$ cat config.mk
export PLATFORM = sky130hd
export DESIGN_NAME = ock_clock_ctrl
export DESIGN_NICKNAME = d
export VERILOG_FILES = /design/src/hdl/ock_pkg.sv /design/src/hdl/ock_div_if.sv /design/src/hdl/ock_divider.sv /design/src/hdl/ock_clock_ctrl.sv
export SDC_FILE = /design/constraint.sdc
export NUM_CORES = 1
export LEC_CHECK = 0
export BUFFER_PORTS_ARGS = -buffer_cell sky130_fd_sc_hd__buf_2
export CAP_MARGIN = 20
export CORE_MARGIN = 3
export CORE_UTILIZATION = 42
export DETAILED_ROUTE_END_ITERATION = 8
export PLACE_DENSITY_LB_ADDON = 0.25
export SYNTH_ARGS = -nofsm -noshare
export SYNTH_HDL_FRONTEND = slang
export SYNTH_SLANG_ARGS = --single-unit
$ cat constraint.sdc
create_clock -name clk -period 3.5 [get_ports clk]
set_clock_uncertainty 0.15 [all_clocks]
set_input_delay 0.175 -clock clk [delete_from_list [all_inputs] [get_ports clk]]
set_output_delay 0.175 -clock clk [all_outputs]
set_load 0.1 [all_outputs]
$ cat src/hdl/ock_pkg.sv
package ock_pkg;
    // ************************************************************
    // Timing counts and reset values.
    // ************************************************************
    localparam int OCK_STARTUP_CYCLES = 128;
    localparam int OCK_SLEEP_CYCLES = 16;
    localparam logic [1:0] OCK_RATIO_1 = 2'h0;
    localparam logic [1:0] OCK_RATIO_8 = 2'h3;
    localparam logic [1:0] OCK_RATIO_RESET = OCK_RATIO_8;
    localparam logic OCK_ENABLE_RESET = 1'h1;

    // Power states of the device clocking.
    typedef enum logic [1:0] {
        OCK_ST_STARTUP = 2'b00,
        OCK_ST_RUN = 2'b01,
        OCK_ST_DRAIN = 2'b10,
        OCK_ST_SLEEP = 2'b11
    } ock_state_t;

    // Half period of the output in input clocks for a ratio code; ratio 1 is handled apart.
    function automatic logic [2:0] ock_half(input logic [1:0] code);
        ock_half = 3'h1 << (code - 2'h1);
    endfunction
endpackage

$ cat src/hdl/ock_div_if.sv
`timescale 1ns/10ps
// Carries the divider controls and its period strobe between control and divider.
interface ock_div_if;
    logic run;
    logic [1:0] ratio;
    logic period_end;
    logic level;
    modport ctrl (output run, output ratio, input period_end, input level);
    modport div (input run, input ratio, output period_end, output level);
endinterface

$ cat src/hdl/ock_divider.sv
`timescale 1ns/10ps
// Prescaler that emits whole output periods only.
module ock_divider
    import ock_pkg::*;
(
    input wire logic clk,
    input wire logic rst_n,
    ock_div_if.div dv
);
    logic [2:0] cnt;
    logic [2:0] next_cnt;
    logic lvl;
    logic next_lvl;
    logic [1:0] cur;
    logic [1:0] next_cur;
    logic period_end;

    // ************************************************************
    // Counter and phase.
    // ************************************************************

    // The ratio is latched only at a period end or while stopped, so no phase is ever cut short.
    always_comb begin
        next_cnt = cnt;
        next_lvl = lvl;
        next_cur = cur;
        period_end = 1'b0;
        if (!dv.run) begin
            next_cnt = 3'h0;
            next_lvl = 1'b0;
            next_cur = dv.ratio;
        end else if (cur == OCK_RATIO_1) begin
            next_lvl = ~lvl;
            period_end = lvl; // A falling step ends a period.
            if (lvl) begin
                next_cur = dv.ratio;
            end
        end else if (cnt + 3'h1 >= ock_half(cur)) begin
            next_cnt = 3'h0;
            next_lvl = ~lvl;
            period_end = lvl;
            if (lvl) begin
                next_cur = dv.ratio;
            end
        end else begin
            next_cnt = cnt + 3'h1;
        end
    end

    always_ff @(posedge clk or negedge rst_n) begin
        if (!rst_n) begin
            cnt <= 3'h0;
            lvl <= 1'b0;
            cur <= OCK_RATIO_RESET;
        end else begin
            cnt <= next_cnt;
            lvl <= next_lvl;
            cur <= next_cur;
        end
    end

    assign dv.period_end = period_end;
    assign dv.level = lvl;
endmodule

$ cat src/hdl/ock_clock_ctrl.sv
`timescale 1ns/10ps
// Start-up timer and clock output control.
module ock_clock_ctrl
    import ock_pkg::*;
(
    input wire logic clk,
    input wire logic rst_n,
    input wire logic clock_out_enable,
    input wire logic [1:0] ratio_sel,
    input wire logic sleep_req,
    input wire logic wake_req,
    output logic internal_reset_n,
    output logic oscillator_run,
    output logic asleep,
    output logic clock_out_pin_o,
    output logic clock_out_pin_oe
);
    ock_div_if dv();
    ock_state_t state;
    ock_state_t next_state;
    logic [7:0] oscillator_startup_timer;
    logic [7:0] next_ost;
    logic [4:0] drain;
    logic [4:0] next_drain;
    logic en_act;
    logic next_en_act;
    logic [1:0] ratio_reg;
    logic [1:0] next_ratio_reg;
    logic next_internal_reset_n;
    logic next_oscillator_run;
    logic next_asleep;
    logic next_pin_o;
    logic next_pin_oe;
    logic [7:0] tmo;
    logic drain_seen;
    logic pe_d;
    logic next_pe_d;
    logic [1:0] per_ratio;

    ock_divider u_div (
        .clk(clk),
        .rst_n(rst_n),
        .dv(dv)
    );

    // ************************************************************
    // Power state machine.
    // ************************************************************

    // Start-up counts, run waits for sleep, drain counts output periods.
    always_comb begin
        next_state = state;
        next_ost = oscillator_startup_timer;
        next_drain = drain;
        case (state)
            OCK_ST_STARTUP: begin
                if (oscillator_startup_timer == 8'(OCK_STARTUP_CYCLES - 1)) begin
                    next_state = OCK_ST_RUN;
                end else begin
                    next_ost = oscillator_startup_timer + 8'h1;
                end
            end
            OCK_ST_RUN: begin
                if (sleep_req) begin
                    next_state = OCK_ST_DRAIN;
                    next_drain = 5'h0;
                end
            end
            OCK_ST_DRAIN: begin
                if (dv.period_end) begin
                    next_drain = drain + 5'h1;
                    if (drain == 5'(OCK_SLEEP_CYCLES - 1)) begin
                        next_state = OCK_ST_SLEEP;
                    end
                end
            end
            OCK_ST_SLEEP: begin
                if (wake_req) begin
                    next_state = OCK_ST_STARTUP;
                    next_ost = 8'h0;
                end
            end
            default: begin
                next_state = OCK_ST_STARTUP;
            end
        endcase
    end

    always_ff @(posedge clk or negedge rst_n) begin
        if (!rst_n) begin
            state <= OCK_ST_STARTUP;
            oscillator_startup_timer <= 8'h0;
            drain <= 5'h0;
        end else begin
            state <= next_state;
            oscillator_startup_timer <= next_ost;
            drain <= next_drain;
        end
    end

    // ************************************************************
    // Output control, applied at period boundaries.
    // ************************************************************

    // The pin lags the divider by one cycle, so an enable change waits for the cycle after a period end.
    // Taking it at any low cycle would cut the first low phase after enabling short.
    always_comb begin
        next_en_act = en_act;
        next_ratio_reg = ratio_sel;
        next_pe_d = dv.period_end;
        if (pe_d || !dv.run) begin
            next_en_act = clock_out_enable;
        end
    end

    always_ff @(posedge clk or negedge rst_n) begin
        if (!rst_n) begin
            en_act <= OCK_ENABLE_RESET;
            ratio_reg <= OCK_RATIO_RESET;
            pe_d <= 1'b0;
        end else begin
            en_act <= next_en_act;
            ratio_reg <= next_ratio_reg;
            pe_d <= next_pe_d;
        end
    end

    assign dv.run = (state != OCK_ST_SLEEP);
    assign dv.ratio = ratio_reg;

    // Pins and status come straight from flip-flops.
    always_comb begin
        next_internal_reset_n = (next_state != OCK_ST_STARTUP);
        next_oscillator_run = (next_state != OCK_ST_SLEEP);
        next_asleep = (next_state == OCK_ST_SLEEP);
        next_pin_oe = next_en_act;
        next_pin_o = next_en_act && (state != OCK_ST_SLEEP) && dv.level;
    end

    always_ff @(posedge clk or negedge rst_n) begin
        if (!rst_n) begin
            internal_reset_n <= 1'b0;
            oscillator_run <= 1'b1;
            asleep <= 1'b0;
            clock_out_pin_o <= 1'b0;
            clock_out_pin_oe <= 1'b1;
        end else begin
            internal_reset_n <= next_internal_reset_n;
            oscillator_run <= next_oscillator_run;
            asleep <= next_asleep;
            clock_out_pin_o <= next_pin_o;
            clock_out_pin_oe <= next_pin_oe;
        end
    end

    // ************************************************************
    // Checks.
    // ************************************************************

    // Helper: cycles spent in start-up since its entry.
    always_ff @(posedge clk or negedge rst_n) begin
        if (!rst_n) begin
            tmo <= 8'h0;
        end else if (state == OCK_ST_STARTUP) begin
            tmo <= tmo + 8'h1;
        end else begin
            tmo <= 8'h0;
        end
    end
    // Helper: the ratio that the current output period is counted with.
    always_ff @(posedge clk or negedge rst_n) begin
        if (!rst_n) begin
            per_ratio <= OCK_RATIO_RESET;
        end else if (dv.period_end || !dv.run) begin
            per_ratio <= ratio_reg;
        end
    end
    assign drain_seen = (state == OCK_ST_DRAIN);

    property p_startup_len;
        @(posedge clk) disable iff (!rst_n) (state == OCK_ST_RUN && $past(state) == OCK_ST_STARTUP)
            |-> $past(tmo) == 8'(OCK_STARTUP_CYCLES - 1);
    endproperty
    a_startup_len: assert property (p_startup_len) else $error("Start-up did not last 128 cycles.");

    property p_reset_held;
        @(posedge clk) disable iff (!rst_n) $rose(internal_reset_n) |-> $past(state) == OCK_ST_STARTUP;
    endproperty
    a_reset_held: assert property (p_reset_held) else $error("Internal reset released outside start-up.");

    property p_sleep_low;
        @(posedge clk) disable iff (!rst_n) (state == OCK_ST_SLEEP) ##1 (state == OCK_ST_SLEEP) |-> !clock_out_pin_o;
    endproperty
    a_sleep_low: assert property (p_sleep_low) else $error("Clock output high in sleep.");

    property p_drain_count;
        @(posedge clk) disable iff (!rst_n) (state == OCK_ST_DRAIN && next_state == OCK_ST_SLEEP)
            |-> drain == 5'(OCK_SLEEP_CYCLES - 1);
    endproperty
    a_drain_count: assert property (p_drain_count) else $error("Sleep entered without sixteen cycles.");

    property p_wake_restart;
        @(posedge clk) disable iff (!rst_n) (state == OCK_ST_SLEEP && wake_req) |=> state == OCK_ST_STARTUP && oscillator_startup_timer == 8'h0;
    endproperty
    a_wake_restart: assert property (p_wake_restart) else $error("Wake did not restart the timer.");

    property p_hiz_off;
        @(posedge clk) disable iff (!rst_n) !clock_out_pin_oe |-> !clock_out_pin_o;
    endproperty
    a_hiz_off: assert property (p_hiz_off) else $error("Pin driven high while released.");

    property p_no_runt_high;
        @(posedge clk) disable iff (!rst_n) $rose(clock_out_pin_o) && per_ratio == OCK_RATIO_8 |-> clock_out_pin_o [*4];
    endproperty
    a_no_runt_high: assert property (p_no_runt_high) else $error("High phase cut short.");

    // A release must follow the last high cycle of a period, or happen while asleep.
    property p_disable_at_low;
        @(posedge clk) disable iff (!rst_n) $fell(clock_out_pin_oe)
            |-> $past(clock_out_pin_o) || $past(state) == OCK_ST_SLEEP;
    endproperty
    a_disable_at_low: assert property (p_disable_at_low) else $error("Clock output released before its period ended.");

    c_startup_done: cover property (@(posedge clk) disable iff (!rst_n) $rose(internal_reset_n));
    c_sleep: cover property (@(posedge clk) disable iff (!rst_n) $rose(asleep));
    c_wake: cover property (@(posedge clk) disable iff (!rst_n) drain_seen ##[1:400] (state == OCK_ST_STARTUP));
    c_disable: cover property (@(posedge clk) disable iff (!rst_n) $fell(clock_out_pin_oe));
endmodule

### Word level (Yosys, flattened, before mapping)

Cells that the tools add are included.

* add/sub/neg operators: 4
* multiply operators: 0
* div/mod/pow operators: 0
* magnitude comparators: 1
* eq/ne operators: 14
* shift operators: 1
* mux-type cells: 26
* bitwise logic cells: 1
* reductions and logical operators: 11

Operators with widths (number)
* $mux W2: 9
* $mux W8: 2
* $pmux W8 S2: 1
* $ne A2 B2 Y1 const B: 6
* $mux W5: 2
* $pmux W5 S2: 1
* $mux W3: 3
* $add A8 B1 Y8 const B: 1
* $eq A8 B7 Y1 const B: 1
* $pmux W2 S4: 1
* $mux W1: 7
* $eq A2 B2 Y1 const B: 3
* $reduce_and A3 Y1: 2
* $reduce_bool A2 Y1: 3
* $add A5 B1 Y5 const B: 1
* $eq A5 B4 Y1 const B: 1
* $logic_not A2 Y1: 2
* $add A3 B1 Y3 const B: 1
* $ge A3 B3 Y1: 1
* $ne A3 B1 Y1 const B: 1
* $shl A1 B2 Y3 const A: 1
* $eq A2 B1 Y1 const B: 1
* $logic_and A1 B1 Y1: 2
* $ne A2 B1 Y1 const B: 1
* 4 further kinds: 4

* bits in registers: 29
* bits in latches: 0
* memory bits (writable): 0
* memory bits (read-only): 0
* input bits: 7
* word-level logic and storage cells: 71
* memories: 0

### Depth between registers and ports, before layout

* depth after elaboration: 9
* mapped depth: 8
* depth with buffers taken out: 8

### Cells and area by module

Synthesis repeated with hierarchy kept, for this count alone.

* cell total of the unflattened synthesis: 158
* area, all modules: 1551.5 µm²

Modules (own cells, without submodules)
* ock_clock_ctrl: times used 1, cells an instance 106, area each 1077.3 µm², seq. area each 580.6 µm²
* ock_divider: times used 1, cells an instance 52, area each 474.2 µm², seq. area each 152.6 µm²

### Worst setup path before layout

No wires, ideal clock.

* kind: reg-to-reg
* from: reg u_div.cnt[0]
* to: reg u_div.cur[0]
* arrival: 2257 ps
* setup slack: 1011 ps
* stages on the path, launching flop included: 9
* period minus slack after synthesis: 2489 ps
* path through: dfrtp_1 -> ha_1 -> xor2_1 -> ha_1 -> o2bb2ai_2 -> a311oi_4 -> nor2b_2 -> nor2_1 -> mux2_2

* word-level cells in the longest chain between the ends: 3

RTL lines
* from (decl): RTL line ock_divider.sv:10 `logic [2:0] cnt;`
* from (signal assigned): RTL line ock_divider.sv:56 `cnt <= next_cnt;`
* $add A3 B1 Y3: RTL line ock_divider.sv:38 `end else if (cnt + 3'h1 >= ock_half(cur)) begin`
* $ge A3 B3 Y1: RTL line ock_divider.sv:38
* $ne A3 B1 Y1 (no line)
* to (signal assigned): RTL line ock_divider.sv:58 `cur <= next_cur;`
* to (decl): RTL line ock_divider.sv:14 `logic [1:0] cur;`

Every way passes these cells.
A chain may end at the register's enable or synchronous reset.

### Final worst setup path

Same ends and word-level chain as after synthesis.

==> impl_results.md <==
- Outcome: finished, final reports clean
- Mapped Cells: 145
- DRT Pass-1 Iters: 4
- YS warnings: 0
- Fillers: around 330
- H-tree levels: 2
- CTS tree: done
- # DRC: 0
- Switching Power: 618 uW
- CTS Root Cell: clkbuf_8
- Finished Layout Cells: 208
- Total congestion overflow: 0
- CP startpoint kind: flip-flop
- Top-count cell post-synth: dfrtp_1
- Pleak: between 0.7 and 0.8 nW
- #FFs+latches synth: 29
- Hold slack final: between 0.02 and 0.025 ns
- Setup_tns: 0 ns
- Syn avg cell area: 10.7 sq um
- Total Routing Usage GR: 14.5%
- Vias in the first global route: approximately 1100
- HP Class: in2reg
- Cell Area, Placed: 1640 sq um
- Ys async rst share: 100%
- Slew HR: 40.8%
- Syn nets: 159
- Max Root-Sink Buffers: 2
- Max Cap Viol: 0
- Ant. Diodes: 0
- Routability Congestion: roughly 0.8
- Pre-CTS WS: 0.807 ns
- Pwr dens: 876 nW/um^2
- Int Pwr: 929 uW
- Commonest cells in the synthesized netlist: dfrtp_1 (23), nor2_1 (16), nand2_1 (12)
- DRT iter0 DRCs: 43
- Port buffer count: 11
- Clock sink total: 29
- Maximum clock rate: 370 MHz
- Die Wd: 66.7 microns
- Worst setup EP type: flip-flop
- WS Path Type: reg2reg
- Core area: 3440 sq um
- Clk Latency, worst-skew pair: 0.27 ns
- Placed Instances: 196
- Worst EP required: 3.54 ns
- Number of synthesized flops with an enable pin: 0
- ANT nets after route: 0
- Net Sw Frac: between 30% and 40%
- Clock power frac: 17.7%
- Worst EP arrival: 2.74 ns
- Register area share after synthesis: 47.3%
- Layout area overhead: 14.1%
- NumNets Final: around 180
- DRT Wirelength: 2780 microns
- Synth unique cells: 47
- Die area: 4450 sq um
- RSZ-0062 raised after global routing: false
- Mapped Area: roughly 1500 sq um
- Worst setup margin: 0.799 ns
- Num ports: 12
- Period utilization: 77.2%
- Yosys top cell area share: a little under two fifths
- Share of layout cells above drive strength 1: 21.0%
- Most flops, register: oscillator_startup_timer
- Worst Path Max Fanout: 9
- Layout Utilization: about half
- Area leader, netlist: dfrtp_1
- Worst slew pin tran: 0.888 ns
- Initial antenna violation count: 0
- Synth area leaders: dfrtp_1 (37%), dfstp_2 (10%), ha_1 (5.7%)
- Post_cts resized: 0
- Routed WL per cell: 13.4 microns
- Fin crit period: 2.70 ns
- Via density: 5.25
- Fin area: 1770 sq um
- Largest registers: oscillator_startup_timer x8, drain x5, u_div.cnt x3
- Comb power frac: between 40% and 50%
- CTS Buf Count: 5
- Synth Flop Type: dfrtp_1
- Maximum vdd drop: 0.000310 V
- Max FFs per register: 8
- Hold Vio Cnt, Final: 0
- Sequential power share: 37.8%
- Initial Util: about 45%
- Die H: 66.7 microns
- First-pass GRT wire length: 4900 microns
- Clk slew on worst S/H paths: 0.06 ns
- PnR Total Power: 1.55 mW
- Final number of max-transition violations: 0
- Row cnt: 21
- Final setup violation count: 0
- Pin count of the biggest net entering global routing: 30
- Vias: 1091
- Hpwl dp: 2040 microns
==> power by group through the flow <==
stage	Combinational [mW]	Sequential [mW]	Clock (mW)
finish	0.689	0.584	0.274
global route	0.761	0.604	0.301
CTS	0.696	0.584	0.282
detailed placement	0.690	0.590	0
global placement	0.662	0.580	0
floorplan	0.505	0.642	0
==> timing repair <==
action,CTS,global route
hold buffers,4,0
hold endpoints to repair,26,0
buffers inserted,0,0
==> worst paths after layout <==
path / cells past startpoint / slack (ns) / endpoint / start
hold reg to reg: 1 / 0.36 / oscillator_startup_timer[6] / oscillator_startup_timer[6]
setup reg to reg: 8 / 0.80 / u_div.cur[0] / u_div.cnt[0]
hold / removal: 2 / 0.02 / clock_out_pin_oe / clock_out_enable
setup / recovery: 8 / 0.80 / u_div.cur[0] / u_div.cnt[0]
max in group asynchronous: 2 / 2.46 / u_div.cnt[1] / rst_n
min in group asynchronous: 2 / 0.32 / oscillator_startup_timer[1] / rst_n
==> placed cells by master (no fill, tap or decap), types with 4 or more instances in the layout <==
master / netlist / routed
dfrtp_1: 23 / 23
nor2_1: 16 / 16
nand2_1: 12 / 12
buf_2: 2 / 11
ha_1: 7 / 7
o21ai_0: 6 / 6
mux2i_1: 6 / 6
xnor2_1: 6 / 6
clkbuf_8: 0 / 6
dfstp_2: 6 / 6
nand3_1: 5 / 5
and3_1: 4 / 4
dlygate4sd3_1: 0 / 4
==> metal layers <==
metal | share of wire (%) | track usage, % | wire [microns]
met3 | 3.6 | 5.23 | 99
met5 | 0 | 0 | 0
met2 | 46 | 22.3 | 1270
met4 | 1.7 | 4.31 | 46
met1 | 49 | 19.0 | 1360
==> cells by family after synthesis <==
| group | Yosys count | synth area share, % |
|---|---|---|
| fa+ha+maj | 7 | 5.65 |
| mux | 9 | 6.06 |
| flops | 29 | 47.3 |
| compound gates | 23 | 11.8 |
| buf+inv | 9 | 2.34 |
| simple gates | 61 | 22.9 |
| xor+xnor | 7 | 3.96 |
==> critical path, stage by stage, from the launching register on <==
cell	delay [ns]
dfrtp_1	0.42
ha_1	0.22
xor2_1	0.17
ha_1	0.36
o2bb2ai_2	0.16
a311oi_4	0.50
nor2b_2	0.11
nor2_1	0.18
mux2_2	0.35
==> layout make-up <==
cell class	instances	area, sq um	area share (%)
Clock buffer	8	90.1	5.10
Timing Repair Buffer	15	95.1	5.38
Inverter	3	11.3	0.637
Tap cell	46	57.6	3.26
Sequential cell	29	733	41.5
Multi-Input combinational cell	107	779	44.1
(Power assumes the default switching activity.)
